===== src/timer_pkg.sv =====
// Constants shared by the timer module and its register file
package timer_pkg;
  // ----------------------------------------------------------------
  // Clock rates and divider figures
  // ----------------------------------------------------------------
  localparam int unsigned CORE_CLK_HZ  = 100_000_000;
  localparam int unsigned INT_OSC_HZ   = 1_000_000;
  localparam int unsigned EXT_OSC_HZ   = 32768;
  localparam int unsigned PRESCALE_N   = 4;
  localparam int unsigned SYS_TM_DIV_N = 1000;
  localparam int unsigned EXT_TM_DIV_N = 32;
  localparam int unsigned SYS_SLOW_N   = 4;
  localparam int unsigned TIN_EXT_HZ   = EXT_OSC_HZ / EXT_TM_DIV_N;
  localparam int unsigned COUNT_W      = 8;
  // ----------------------------------------------------------------
  // Register indices; byte address is four times the index
  // ----------------------------------------------------------------
  localparam int unsigned ADDR_W      = 8;
  localparam int unsigned IDX_STATUS  = 'h04;
  localparam int unsigned IDX_IRQF    = 'h06;
  localparam int unsigned IDX_IRQE    = 'h07;
  localparam int unsigned IDX_PCA_HI  = 'h08;
  localparam int unsigned IDX_PCA_LO  = 'h09;
  localparam int unsigned IDX_PCB_HI  = 'h0a;
  localparam int unsigned IDX_PCB_LO  = 'h0b;
  localparam int unsigned IDX_PCCTL   = 'h0c;
  localparam int unsigned IDX_WDT     = 'h0d;
  localparam int unsigned IDX_COUNT   = 'h0e;
  localparam int unsigned IDX_TMCTL   = 'h0f;
  localparam int unsigned IDX_MCKSEL  = 'h14;
  localparam int unsigned IDX_EVSTAT  = 'h20;
  localparam int unsigned IDX_EVMASK  = 'h21;
  // ----------------------------------------------------------------
  // Field positions, masks, reset values
  // ----------------------------------------------------------------
  localparam int unsigned WDT_TO_BIT  = 3;
  localparam int unsigned TFLAG_BIT   = 4;
  localparam int unsigned TIEN_BIT    = 4;
  localparam int unsigned GIEN_BIT    = 7;
  localparam int unsigned TRST_BIT    = 7;
  localparam int unsigned RUN_BIT     = 3;
  localparam int unsigned SRC_BIT     = 0;
  localparam int unsigned SDIV_BIT    = 1;
  localparam int unsigned HALF_BIT    = 3;
  localparam int unsigned TSEL_BIT    = 5;
  localparam int unsigned EV_TIMEOUT  = 0;
  localparam int unsigned EV_WRAP     = 1;
  localparam logic [7:0] TMCTL_RST    = 8'h80;
  localparam logic [7:0] TMCTL_MASK   = 8'h0f;
  localparam logic [7:0] WDT_MASK     = 8'h87;
  localparam logic [7:0] CKSEL_MASK   = 8'hef;
  localparam logic [7:0] IRQF_MASK    = 8'h10;
  localparam logic [7:0] IRQE_MASK    = 8'h90;
  localparam logic [7:0] EV_MASK      = 8'h03;
  localparam logic [7:0] REG_RST      = 8'h00;
  localparam logic [7:0] TIMER_VECTOR = 8'h04;
  localparam logic [1:0] RESP_OKAY    = 2'h0;
  localparam logic [1:0] RESP_SLVERR  = 2'h2;
endpackage

===== src/timer_module.sv =====
// Timer module with clock selection and AXI4-Lite register file
`timescale 1ns/1ps
module timer_module
  import timer_pkg::*;
#(
  parameter int unsigned PRESCALE   = PRESCALE_N,
  parameter int unsigned SYS_TM_DIV = SYS_TM_DIV_N,
  parameter int unsigned EXT_TM_DIV = EXT_TM_DIV_N
)
(
  // Clock and reset
  input  wire logic               core_clk_i,
  input  wire logic               rst_i,
  // Oscillator ticks, one cycle per oscillator period
  input  wire logic               internal_osc_tick_i,
  input  wire logic               external_osc_tick_i,
  // Neighbouring blocks
  input  wire logic [15:0]        prog_counter_a_i,
  input  wire logic               watchdog_timeout_flag_i,
  output logic      [15:0]        prog_counter_b_o,
  output logic      [7:0]         prog_counter_control_o,
  output logic      [7:0]         watchdog_control_o,
  output logic                    timer_clock_tick_o,
  // CPU interrupt
  output logic                    cpu_irq_o,
  output logic      [7:0]         irq_vector_o,
  output logic                    irq_o,
  // AXI4-Lite write
  input  wire logic [ADDR_W-1:0]  s_axi_awaddr,
  input  wire logic               s_axi_awvalid,
  output logic                    s_axi_awready,
  input  wire logic [31:0]        s_axi_wdata,
  input  wire logic [3:0]         s_axi_wstrb,
  input  wire logic               s_axi_wvalid,
  output logic                    s_axi_wready,
  output logic      [1:0]         s_axi_bresp,
  output logic                    s_axi_bvalid,
  input  wire logic               s_axi_bready,
  // AXI4-Lite read
  input  wire logic [ADDR_W-1:0]  s_axi_araddr,
  input  wire logic               s_axi_arvalid,
  output logic                    s_axi_arready,
  output logic      [31:0]        s_axi_rdata,
  output logic      [1:0]         s_axi_rresp,
  output logic                    s_axi_rvalid,
  input  wire logic               s_axi_rready
);
  localparam int unsigned PW = (PRESCALE > 1) ? $clog2(PRESCALE) : 1;
  localparam int unsigned SW = $clog2(SYS_TM_DIV);
  localparam int unsigned EW = (EXT_TM_DIV > 1) ? $clog2(EXT_TM_DIV) : 1;
  localparam logic [ADDR_W-1:0] A_STATUS = ADDR_W'(IDX_STATUS * 4);
  localparam logic [ADDR_W-1:0] A_IRQF   = ADDR_W'(IDX_IRQF * 4);
  localparam logic [ADDR_W-1:0] A_IRQE   = ADDR_W'(IDX_IRQE * 4);
  localparam logic [ADDR_W-1:0] A_PCA_HI = ADDR_W'(IDX_PCA_HI * 4);
  localparam logic [ADDR_W-1:0] A_PCA_LO = ADDR_W'(IDX_PCA_LO * 4);
  localparam logic [ADDR_W-1:0] A_PCB_HI = ADDR_W'(IDX_PCB_HI * 4);
  localparam logic [ADDR_W-1:0] A_PCB_LO = ADDR_W'(IDX_PCB_LO * 4);
  localparam logic [ADDR_W-1:0] A_PCCTL  = ADDR_W'(IDX_PCCTL * 4);
  localparam logic [ADDR_W-1:0] A_WDT    = ADDR_W'(IDX_WDT * 4);
  localparam logic [ADDR_W-1:0] A_COUNT  = ADDR_W'(IDX_COUNT * 4);
  localparam logic [ADDR_W-1:0] A_TMCTL  = ADDR_W'(IDX_TMCTL * 4);
  localparam logic [ADDR_W-1:0] A_MCKSEL = ADDR_W'(IDX_MCKSEL * 4);
  localparam logic [ADDR_W-1:0] A_EVSTAT = ADDR_W'(IDX_EVSTAT * 4);
  localparam logic [ADDR_W-1:0] A_EVMASK = ADDR_W'(IDX_EVMASK * 4);

  // ----------------------------------------------------------------
  // Parameter checks
  // ----------------------------------------------------------------
  if (PRESCALE < 2 || SYS_TM_DIV < 2 || EXT_TM_DIV < 2)
  begin : g_bad_div
    $error("timer_module: dividers must be at least 2");
  end

  // ----------------------------------------------------------------
  // Register state
  // ----------------------------------------------------------------
  logic [7:0]         irqf_reg, irqe_reg, pcctl_reg, wdt_reg, cksel_reg;
  logic [7:0]         tmctl_reg, evstat_reg, evmask_reg;
  logic [15:0]        pcb_reg;
  logic               trst_reg;
  logic [COUNT_W-1:0] count_reg;
  logic               ext_half_reg;
  logic [1:0]         sdiv_reg;
  logic [SW-1:0]      sys_div_reg;
  logic [EW-1:0]      ext_div_reg;
  logic [PW-1:0]      presc_reg;

  // ----------------------------------------------------------------
  // AXI4-Lite slave
  // ----------------------------------------------------------------
  logic              aw_held_reg, w_held_reg, bvalid_reg, rvalid_reg;
  logic [ADDR_W-1:0] aw_addr_reg;
  logic [7:0]        w_data_reg;
  logic              w_lane_reg;
  logic [1:0]        bresp_reg, rresp_reg;
  logic [7:0]        rdata_reg;
  logic [7:0]        rd_mux;
  logic              rd_hit;

  wire aw_fire = s_axi_awvalid && s_axi_awready;
  wire w_fire  = s_axi_wvalid && s_axi_wready;
  wire ar_fire = s_axi_arvalid && s_axi_arready;
  wire wr_do   = aw_held_reg && w_held_reg;
  wire [ADDR_W-1:0] wa = {aw_addr_reg[ADDR_W-1:2], 2'b00};
  wire [ADDR_W-1:0] ra = {s_axi_araddr[ADDR_W-1:2], 2'b00};
  wire wr_hit = (wa == A_STATUS) || (wa == A_IRQF) || (wa == A_IRQE) ||
                (wa == A_PCA_HI) || (wa == A_PCA_LO) || (wa == A_PCB_HI) ||
                (wa == A_PCB_LO) || (wa == A_PCCTL) || (wa == A_WDT) ||
                (wa == A_COUNT) || (wa == A_TMCTL) || (wa == A_MCKSEL) ||
                (wa == A_EVSTAT) || (wa == A_EVMASK);
  wire wr_en    = wr_do && w_lane_reg;
  wire wr_irqf  = wr_en && (wa == A_IRQF);
  wire wr_irqe  = wr_en && (wa == A_IRQE);
  wire wr_pcbh  = wr_en && (wa == A_PCB_HI);
  wire wr_pcbl  = wr_en && (wa == A_PCB_LO);
  wire wr_pcctl = wr_en && (wa == A_PCCTL);
  wire wr_wdt   = wr_en && (wa == A_WDT);
  wire wr_tmctl = wr_en && (wa == A_TMCTL);
  wire wr_cksel = wr_en && (wa == A_MCKSEL);
  wire wr_mask  = wr_en && (wa == A_EVMASK);
  wire rd_evst  = ar_fire && (ra == A_EVSTAT);

  assign s_axi_awready = !aw_held_reg && !bvalid_reg;
  assign s_axi_wready  = !w_held_reg && !bvalid_reg;
  assign s_axi_arready = !rvalid_reg;
  assign s_axi_bvalid  = bvalid_reg;
  assign s_axi_bresp   = bresp_reg;
  assign s_axi_rvalid  = rvalid_reg;
  assign s_axi_rresp   = rresp_reg;
  assign s_axi_rdata   = {24'h00_0000, rdata_reg};

  always_comb
  begin
    rd_hit = 1'b1;
    case (ra)
      A_STATUS: rd_mux = 8'(watchdog_timeout_flag_i) << WDT_TO_BIT;
      A_IRQF:   rd_mux = irqf_reg;
      A_IRQE:   rd_mux = irqe_reg;
      A_PCA_HI: rd_mux = prog_counter_a_i[15:8];
      A_PCA_LO: rd_mux = prog_counter_a_i[7:0];
      A_PCB_HI: rd_mux = pcb_reg[15:8];
      A_PCB_LO: rd_mux = pcb_reg[7:0];
      A_PCCTL:  rd_mux = pcctl_reg;
      A_WDT:    rd_mux = wdt_reg;
      A_COUNT:  rd_mux = count_reg;
      A_TMCTL:  rd_mux = {trst_reg, tmctl_reg[6:0]};
      A_MCKSEL: rd_mux = cksel_reg;
      A_EVSTAT: rd_mux = evstat_reg;
      A_EVMASK: rd_mux = evmask_reg;
      default:
      begin
        rd_mux = 8'h00;
        rd_hit = 1'b0;
      end
    endcase
  end

  // Address and data are parked separately, so either may come first
  always_ff @(posedge core_clk_i)
  begin
    if (rst_i)
    begin
      aw_held_reg <= 1'b0;
      w_held_reg  <= 1'b0;
      aw_addr_reg <= '0;
      w_data_reg  <= 8'h00;
      w_lane_reg  <= 1'b0;
      bvalid_reg  <= 1'b0;
      bresp_reg   <= RESP_OKAY;
    end
    else
    begin
      if (aw_fire)
      begin
        aw_held_reg <= 1'b1;
        aw_addr_reg <= s_axi_awaddr;
      end
      if (w_fire)
      begin
        w_held_reg <= 1'b1;
        w_data_reg <= s_axi_wdata[7:0];
        w_lane_reg <= s_axi_wstrb[0];
      end
      if (wr_do)
      begin
        aw_held_reg <= 1'b0;
        w_held_reg  <= 1'b0;
        bvalid_reg  <= 1'b1;
        bresp_reg   <= wr_hit ? RESP_OKAY : RESP_SLVERR;
      end
      else if (s_axi_bready)
        bvalid_reg <= 1'b0;
    end
  end

  always_ff @(posedge core_clk_i)
  begin
    if (rst_i)
    begin
      rvalid_reg <= 1'b0;
      rdata_reg  <= 8'h00;
      rresp_reg  <= RESP_OKAY;
    end
    else if (ar_fire)
    begin
      rvalid_reg <= 1'b1;
      rdata_reg  <= rd_mux;
      rresp_reg  <= rd_hit ? RESP_OKAY : RESP_SLVERR;
    end
    else if (s_axi_rready)
      rvalid_reg <= 1'b0;
  end

  // ----------------------------------------------------------------
  // Clock selection chain, built as enable ticks on the core clock
  // ----------------------------------------------------------------
  wire main_src  = cksel_reg[SRC_BIT];
  wire ext_half  = cksel_reg[HALF_BIT];
  wire sdiv_sel  = cksel_reg[SDIV_BIT];
  wire tsel      = cksel_reg[TSEL_BIT];
  wire ext_tick  = external_osc_tick_i;
  wire half_tick = ext_tick && ext_half_reg;
  wire main_tick = !main_src ? internal_osc_tick_i :
                   (ext_half ? half_tick : ext_tick);
  wire sys_tick  = sdiv_sel ? (main_tick && (sdiv_reg == 2'(SYS_SLOW_N - 1)))
                            : main_tick;
  wire sys_wrap  = sys_div_reg == SW'(SYS_TM_DIV - 1);
  wire ext_wrap  = ext_div_reg == EW'(EXT_TM_DIV - 1);
  // External path is independent of main/system settings
  wire tm_tick   = tsel ? (ext_tick && ext_wrap)
                        : (sys_tick && sys_wrap);
  wire cnt_tick  = tm_tick && (presc_reg == PW'(PRESCALE - 1));

  assign timer_clock_tick_o = tm_tick;

  always_ff @(posedge core_clk_i)
  begin
    if (rst_i)
    begin
      ext_half_reg <= 1'b0;
      sdiv_reg     <= 2'h0;
      sys_div_reg  <= '0;
      ext_div_reg  <= '0;
    end
    else
    begin
      if (ext_tick)
        ext_half_reg <= !ext_half_reg;
      if (main_tick)
        sdiv_reg <= 2'(sdiv_reg + 2'h1);
      if (sys_tick)
        sys_div_reg <= sys_wrap ? '0 : SW'(sys_div_reg + 1'b1);
      if (ext_tick)
        ext_div_reg <= ext_wrap ? '0 : EW'(ext_div_reg + 1'b1);
    end
  end

  // ----------------------------------------------------------------
  // Eight-bit counter and timeout detection
  // ----------------------------------------------------------------
  wire               run      = tmctl_reg[RUN_BIT];
  wire [2:0]         bit_sel  = tmctl_reg[2:0];
  wire               cnt_clr  = wr_tmctl && !w_data_reg[TRST_BIT];
  wire               cnt_step = cnt_tick && run && !cnt_clr;
  wire [COUNT_W-1:0] cnt_plus = COUNT_W'(count_reg + 1'b1);
  wire [COUNT_W-1:0] fall_vec;
  genvar gi;
  for (gi = 0; gi < COUNT_W; gi++)
  begin : g_fall
    assign fall_vec[gi] = count_reg[gi] && !cnt_plus[gi];
  end
  wire timeout_evt = cnt_step && fall_vec[bit_sel];
  wire wrap_evt    = cnt_step && (count_reg == {COUNT_W{1'b1}});

  always_ff @(posedge core_clk_i)
  begin
    if (rst_i)
    begin
      count_reg <= '0;
      presc_reg <= '0;
      trst_reg  <= 1'b1;
    end
    else
    begin
      trst_reg <= !cnt_clr;
      if (cnt_clr)
      begin
        count_reg <= '0;
        presc_reg <= '0;
      end
      else
      begin
        if (tm_tick)
          presc_reg <= (presc_reg == PW'(PRESCALE - 1)) ? '0
                       : PW'(presc_reg + 1'b1);
        if (cnt_step)
          count_reg <= cnt_plus;
      end
    end
  end

  // ----------------------------------------------------------------
  // Control registers and interrupt flags
  // ----------------------------------------------------------------
  // A timeout in the clearing cycle keeps the flag set
  wire [7:0] irqf_next = (wr_irqf ? (w_data_reg & IRQF_MASK) : irqf_reg) |
                         (8'(timeout_evt) << TFLAG_BIT);
  wire [7:0] ev_in     = (8'(timeout_evt) << EV_TIMEOUT) |
                         (8'(wrap_evt) << EV_WRAP);
  wire [7:0] evstat_next = (rd_evst ? 8'h00 : evstat_reg) | ev_in;

  always_ff @(posedge core_clk_i)
  begin
    if (rst_i)
    begin
      irqf_reg   <= REG_RST;
      irqe_reg   <= REG_RST;
      pcctl_reg  <= REG_RST;
      wdt_reg    <= REG_RST;
      cksel_reg  <= REG_RST;
      tmctl_reg  <= TMCTL_RST & TMCTL_MASK;
      evstat_reg <= REG_RST;
      evmask_reg <= REG_RST;
      pcb_reg    <= 16'h0000;
    end
    else
    begin
      irqf_reg   <= irqf_next;
      evstat_reg <= evstat_next;
      if (wr_irqe)
        irqe_reg <= w_data_reg & IRQE_MASK;
      if (wr_pcctl)
        pcctl_reg <= w_data_reg;
      if (wr_wdt)
        wdt_reg <= w_data_reg & WDT_MASK;
      if (wr_cksel)
        cksel_reg <= w_data_reg & CKSEL_MASK;
      if (wr_tmctl)
        tmctl_reg <= w_data_reg & TMCTL_MASK;
      if (wr_mask)
        evmask_reg <= w_data_reg & EV_MASK;
      if (wr_pcbh)
        pcb_reg[15:8] <= w_data_reg;
      if (wr_pcbl)
        pcb_reg[7:0] <= w_data_reg;
    end
  end

  assign cpu_irq_o = irqf_reg[TFLAG_BIT] && irqe_reg[TIEN_BIT] &&
                     irqe_reg[GIEN_BIT];
  assign irq_vector_o           = TIMER_VECTOR;
  assign irq_o                  = |(evstat_reg & evmask_reg);
  assign prog_counter_b_o       = pcb_reg;
  assign prog_counter_control_o = pcctl_reg;
  assign watchdog_control_o     = wdt_reg;
endmodule


===== config.mk =====
export PLATFORM = sky130hd
export DESIGN_NAME = timer_module
export DESIGN_NICKNAME = d
export VERILOG_FILES = /design/src/timer_pkg.sv /design/src/timer_module.sv
export SDC_FILE = /design/constraint.sdc
export NUM_CORES = 1
export LEC_CHECK = 0
export ABC_AREA = 1
export ABC_CLOCK_PERIOD_IN_PS = 1800
export BUFFER_PORTS_ARGS = -buffer_cell sky130_fd_sc_hd__buf_2
export CORE_ASPECT_RATIO = 1.5
export CORE_MARGIN = 5
export CORE_UTILIZATION = 54
export CTS_BUF_LIST = sky130_fd_sc_hd__clkbuf_4 sky130_fd_sc_hd__clkbuf_8
export DETAILED_ROUTE_END_ITERATION = 12
export PLACE_DENSITY = 0.83
export SYNTH_ARGS = -nofsm -noshare
export SYNTH_HDL_FRONTEND = slang
export SYNTH_SLANG_ARGS = --single-unit
export TNS_END_PERCENT = 20

===== constraint.sdc =====
create_clock -name core_clk_i -period 1.8 [get_ports core_clk_i]
set_input_delay 0.09 -clock core_clk_i [delete_from_list [all_inputs] [get_ports core_clk_i]]
set_output_delay 0.09 -clock core_clk_i [all_outputs]
set_load 0.05 [all_outputs]

# After elaboration in Yosys (flattened, before gate mapping)
# Cells that the tools add are included.
[word_totals] ff_bits=121 latch_bits=0 ramBits=0 mem_bits_ro=0 input_bits=78 output_inout_bits=84 wordCells=160 n_memories=0
[op_classes] add_sub_neg=5 mul=0 div=0 magnitude_cmp=1 eq_ne=33 n_shift=0 muxes=19 bitwise_logic=4 n_reduce_logical=71
[ops] operator="8-bit one-hot mux with 14 select lines" count=1
[ops] operator="6-bit by 4-bit equality test with 1-bit output, second input constant" count=16
[ops] operator="1-bit logical AND" count=37
[ops] operator="6-bit by 3-bit equality test with 1-bit output, second input constant" count=6
[ops] operator="6-bit equality test, second input constant" count=4
[ops] operator="8-bit two-way mux" count=2
[ops] operator="1-bit logical NOT" count=15
[ops] operator="14-bit OR reduction" count=1
[ops] operator="1-bit logical OR" count=13
[ops] operator="6-bit by 5-bit equality test with 1-bit output, second input constant" count=2
[ops] operator="10-bit by 1-bit adder with 10-bit output, second input constant" count=1
[ops] operator="10-bit equality test, second input constant" count=1
[ops] operator="1-bit two-way mux" count=10
[ops] operator="10-bit two-way mux" count=1
[ops] operator="8-bit by 1-bit adder with 8-bit output, second input constant" count=1
[ops] operator="8-bit by 2-bit bitwise AND with 8-bit output" count=1
[ops] operator="8-bit equality test, second input constant" count=1
[ops] operator="8-bit by 2-bit bitwise OR with 8-bit output" count=1
[ops] operator="8-bit by 5-bit bitwise OR with 8-bit output" count=1
[ops] operator="8-bit OR reduction" count=1
[ops] operator="2-bit two-way mux" count=3
[ops] operator="5-bit by 1-bit adder with 5-bit output, second input constant" count=1
[ops] operator="5-bit equality test, second input constant" count=1
[ops] operator="5-bit two-way mux" count=1
[ops] operator="other kinds (7)" count=11

# Longest topological paths before layout
[depth] ltp_word=15 mapped_depth=11 mapped_depth_nobuf=11

# Worst setup path before layout
# Ideal clock, no wire load.
[synth_path] path_type="register to register" startpoint="reg bvalid_reg, in the netlist s_axi_bvalid" endpoint="reg w_data_reg[4]" t_arrival_ns=1.905 path_slack_ns=-0.232 stages_incl_launch_ff=6 path_buffers=1 synth_period_minus_slack_ns=2.032 path_cell_list="dfxtp_1 nor2_1 nand2_1 clkbuf_1 o21ai_0 a21oi_1"
[synth_between] elab_chain_len=3
[synth_lines] element="start, declared" line_no="timer_module.sv:91" source="logic aw_held_reg, w_held_reg, bvalid_reg, rvalid_reg;"
[synth_lines] element="start signal, assigned" line_no="timer_module.sv:168" source="bvalid_reg <= 1'b0;"
[synth_lines] element="start signal, assigned" line_no="timer_module.sv:188" source="bvalid_reg <= 1'b1;"
[synth_lines] element="start signal, assigned" line_no="timer_module.sv:192" source="bvalid_reg <= 1'b0;"
[synth_lines] element="1-bit logical NOT" line_no="timer_module.sv:124" source="assign s_axi_wready = !w_held_reg && !bvalid_reg;"
[synth_lines] element="1-bit logical AND" line_no="timer_module.sv:124"
[synth_lines] element="named net s_axi_wready" line_no="timer_module.sv:35" source="output logic s_axi_wready,"
[synth_lines] element="1-bit logical AND" line_no="timer_module.sv:101" source="wire w_fire = s_axi_wvalid && s_axi_wready;"
[synth_lines] element="end signal, assigned" line_no="timer_module.sv:181" source="w_data_reg <= s_axi_wdata[7:0];"
[synth_lines] element="end, declared" line_no="timer_module.sv:93" source="logic [7:0] w_data_reg;"
# The timed path passes the listed nets, and every way through them passes these cells.
# A chain may end at the register's enable or synchronous reset.

# Final worst setup path
[layout_path] startpoint="reg ext_div_reg[1]" endpoint="out timer_clock_tick_o"
[layout_between] elab_chain_len=3
[layout_lines] element="start, declared" line_no="timer_module.sv:85" source="logic [EW-1:0] ext_div_reg;"
[layout_lines] element="start signal, assigned" line_no="timer_module.sv:254" source="ext_div_reg <= ext_wrap ? '0 : EW'(ext_div_reg + 1'b1);"
[layout_lines] element="5-bit equality test" line_no="timer_module.sv:228" source="wire ext_wrap = ext_div_reg == EW'(EXT_TM_DIV - 1);"
[layout_lines] element="1-bit logical AND" line_no="timer_module.sv:230" source="wire tm_tick = tsel ? (ext_tick && ext_wrap)"
[layout_lines] element="1-bit two-way mux" line_no="timer_module.sv:230"
[layout_lines] element="end, declared" line_no="timer_module.sv:23" source="output logic timer_clock_tick_o,"
# No other way between the ends.

==> results by group <==
Run status
  • Status: finished, violations left
  • Failing checks: negative setup slack

Routing
  • Pre-antenna DRT Iters: 5
  • Drt total wl: 15.20 mm
  • Drt initial violations: 437
  • Routed WL per cell: roughly 15 um
  • Via count: 5,536
  • DRC errors left: 0
  • Drt via density: 5.338
  • Post-route ant nets: 0

Timing
  • Fin crit share: 102.8%
  • Fmax: around 0.54 GHz
  • Count of final setup violators: 1
  • Final count of pins violating max slew: 0
  • Final setup margin: -0.05016 ns
  • Hold Fails Final Rpt: 0
  • Crit path time final: around 1.9 ns
  • Final Hold Slack: ~0.016 ns
  • Clock Skew: 0.01380 ns
  • RSZ-0062 raised after global routing: true

Floorplan
  • Initial Util: 54.95%
  • Core box area: 10,130 sq um
  • # rows: 45
  • Die ar.: roughly 12,000 sq um
  • Die Ht: 134.4 um
  • Die Width: between 90 and 100 um
  • IO Count: 162

Logic synthesis
  • Asr flop ratio synth: 0%
  • Most used flip-flop cell after synthesis: dfxtp_1
  • Synthesized cell area: 5569 sq um
  • Flops & latches, synth: 104
  • Ys Warns: 0
  • Post-synthesis sequential area ratio: between 30 and 40%
  • Mapped Avg Cell Area: a little under 7 sq um
  • Synth unique cells: 39
  • Mapped Cells: between 800 and 900
  • EDFF count, synth: 0

Worst setup path
  • WS Path Type: flop to output port
  • Worst endpoint required time: 1.71 ns
  • CP arrival: 1.76 ns
  • CP max stage delay: 0.38 ns
  • CP Max Fanout: 4
  • Critical-path cell list: ha_4 -> inv_2 -> nor3_2 -> ha_2 -> nand3_4 -> nand2_4 -> buf_8
  • Crit-path slowest cell: dfxtp_4
  • Startpoint types: flop
  • Worst Setup End Kind: output port
  • R2R Setup Slk: 0.03 ns

Layout
  • Non-Filler Instances: ~1,000
  • Max FFs per register: 16
  • Share of cells above drive strength 1: 20.00%
  • Area delta synth->final: 15.75%
  • Nets: between 1,000 and 1,500
  • ANT cells: 0

GRT
  • First-pass GRT wire length: approximately 25 mm
  • Initial antenna violation count: 0
  • Total GRT Usage: between 20% and 30%
  • Maximum number of pins on one net before global-route repair: 67
  • Grt total ovfl: 0
  • Vias in the first global route: roughly 5,300

Clock network
  • Clk buf depth: 2
  • # clock sinks: 104
  • CTS tree: done
  • Worst-Skew Late Latency: 0.38 ns
  • Number of H-tree levels: 3
  • Total CTS buffers: 9
  • Clk root buf: clkbuf_8
  • Clock transition at the registers of the reported paths: 0.09 ns

Pwr
  • NetSw: 1.391 mW
  • Internal power: 3.070 mW
  • VDD IR-drop max: 0.5962 mV
  • Switch share: 31.19%
  • Clock power frac: around 30%
  • Gate power share: 15.5%
  • PD cells: 692.1 nW/um^2
  • Seq pwr share: 54.2%
  • Leakage power: 3.165 nW

Placed design
  • Hpwl dp: 11.44 mm
  • Port Buf Inserts: 92
  • Pre-CTS setup slack: -0.02930 ns
  • GP Congestion: 0.9659
  • DP Cell Count: 1,002

Worst hold path
  • Worst Hold Class: input pin to flop

Flow run
  • Max cap viols: 0
critical path, delay by kind of cell (launching register included):
kind | cells | cell delay, ns
adders and majority gates | 2 | 0.39
buffers and inverters | 2 | 0.19
DFF | 1 | 0.38
and+or+nand+nor | 3 | 0.43
synthesized netlist by cell type, types with 3 or more instances:
cell	instances	area, sq um
a21oi_1	58	290.3
a21oi_2	10	87.58
buf_2	5	25.02
buf_4	43	322.8
clkbuf_1	12	45.04
dfxtp_1	104	2082
ha_1	12	150.1
inv_1	78	292.8
inv_2	3	11.26
nand2_1	138	518.0
nand2_2	3	18.77
nand2_4	4	45.04
nand3_1	77	385.4
nand3_4	4	70.07
nand4_1	4	25.02
nor2_1	131	491.7
nor2_2	6	37.54
nor3_1	14	70.07
o21a_1	3	22.52
o21ai_0	68	340.3
area by class of cell:
| type | instances | area (sq um) |
|---|---|---|
| flip-flops and latches | 104 | 2095 |
| clock inverters | 4 | 30.03 |
| multi-input cells | 589 | 2925 |
| repair buffers | 130 | 800.8 |
| fillers | 913 | 3689 |
| clock buffers | 11 | 138.9 |
| well taps | 117 | 146.4 |
| inverters | 82 | 310.3 |
layout by cell type (no fill, tap or decap), types with 2 or more instances in the layout:
cell type | netlist | layout
a21oi_1 | 58 | 57
a21oi_2 | 10 | 11
ha_2 | 0 | 2
dfxtp_2 | 0 | 4
clkbuf_8 | 0 | 9
nand3_2 | 2 | 2
buf_2 | 5 | 91
nor2_1 | 131 | 130
o21a_1 | 3 | 3
dfxtp_1 | 104 | 98
nand3_4 | 4 | 5
nand2_4 | 4 | 4
o21ai_0 | 68 | 68
nand2_1 | 138 | 138
clkbuf_4 | 0 | 2
inv_6 | 0 | 2
nor2_8 | 2 | 2
dfxtp_4 | 0 | 2
buf_4 | 43 | 24
nand3_1 | 77 | 76
and3_1 | 2 | 2
nand2_2 | 3 | 4
dlygate4sd3_1 | 0 | 13
conb_1 | 2 | 38
nor3_1 | 14 | 13
nor2_2 | 6 | 6
a211oi_1 | 2 | 2
nand4_1 | 4 | 4
inv_2 | 3 | 4
inv_1 | 78 | 77
ha_1 | 12 | 9
worst paths after layout:
check                                     from  cells past startpoint            endpoint
worst max-delay path            ext_div_reg[1]                      7  timer_clock_tick_o
worst min-delay path            s_axi_wdata[7]                      3       w_data_reg[7]
worst max register to register  ext_div_reg[1]                     10       evstat_reg[1]
worst min register to register     sdiv_reg[0]                      1         sdiv_reg[0]
layer usage:
| layer | vias up | part of all wire (%) | global-route usage (%) |
|---|---|---|---|
| met5 | - | 0 | 0 |
| met4 | 0 | 4.6 | 11.98 |
| met3 | 57 | 7.0 | 5.724 |
| met2 | 248 | 49 | 42.73 |
| met1 | 2479 | 39 | 28.24 |
| li1 | 2752 | - | - |
timing repair:
item / 4_1_cts / 5_1_grt
hold buffers: 13 / 0
hold endpoints to repair: 13 / 0
cloned: 1 / 0
pin swaps: 3 / 5
endpoints found under the setup margin: 4 / 8
buffers inserted: 1 / 5
gates resized for setup: 12 / 9
cell families after synthesis:
kind of cell             share of synthesized area (%)
flip-flops                                       37.38
other                                           0.1349
buffers and inverters                            13.46
AND/OR/NAND/NOR                                  31.68
AO/OA/AOI/OAI                                    14.49
XOR/XNOR                                        0.1573
adder cells (fa/ha/maj)                          2.696
through the flow:
| stage | total power, mW | TNS (ns) | utilization [%] | cell area, sq um |
|---|---|---|---|---|
| global route | 4.644 | -0.5073 | 63.60 | 6446 |
| global placement | 3.110 | 0 | 59.49 | 6030 |
| CTS | 4.452 | 0 | 62.98 | 6382 |
| detailed placement | 3.121 | -0.05356 | 59.49 | 6030 |
| floorplan | 3.012 | -0.6924 | - | 5707 |
| finish | 4.461 | -0.05016 | 63.60 | 6446 |
power groups by stage:
stage / Clock [mW] / Combinational (mW) / Sequential (mW)
2_1_floorplan: 0 / 0.531 / 2.48
3_3_place_gp: 0 / 0.643 / 2.47
3_5_place_dp: 0 / 0.651 / 2.47
4_1_cts: 1.36 / 0.676 / 2.42
5_1_grt: 1.46 / 0.751 / 2.43
6_report: 1.35 / 0.691 / 2.42
No activity file was read; power rests on OpenSTA's default activity.
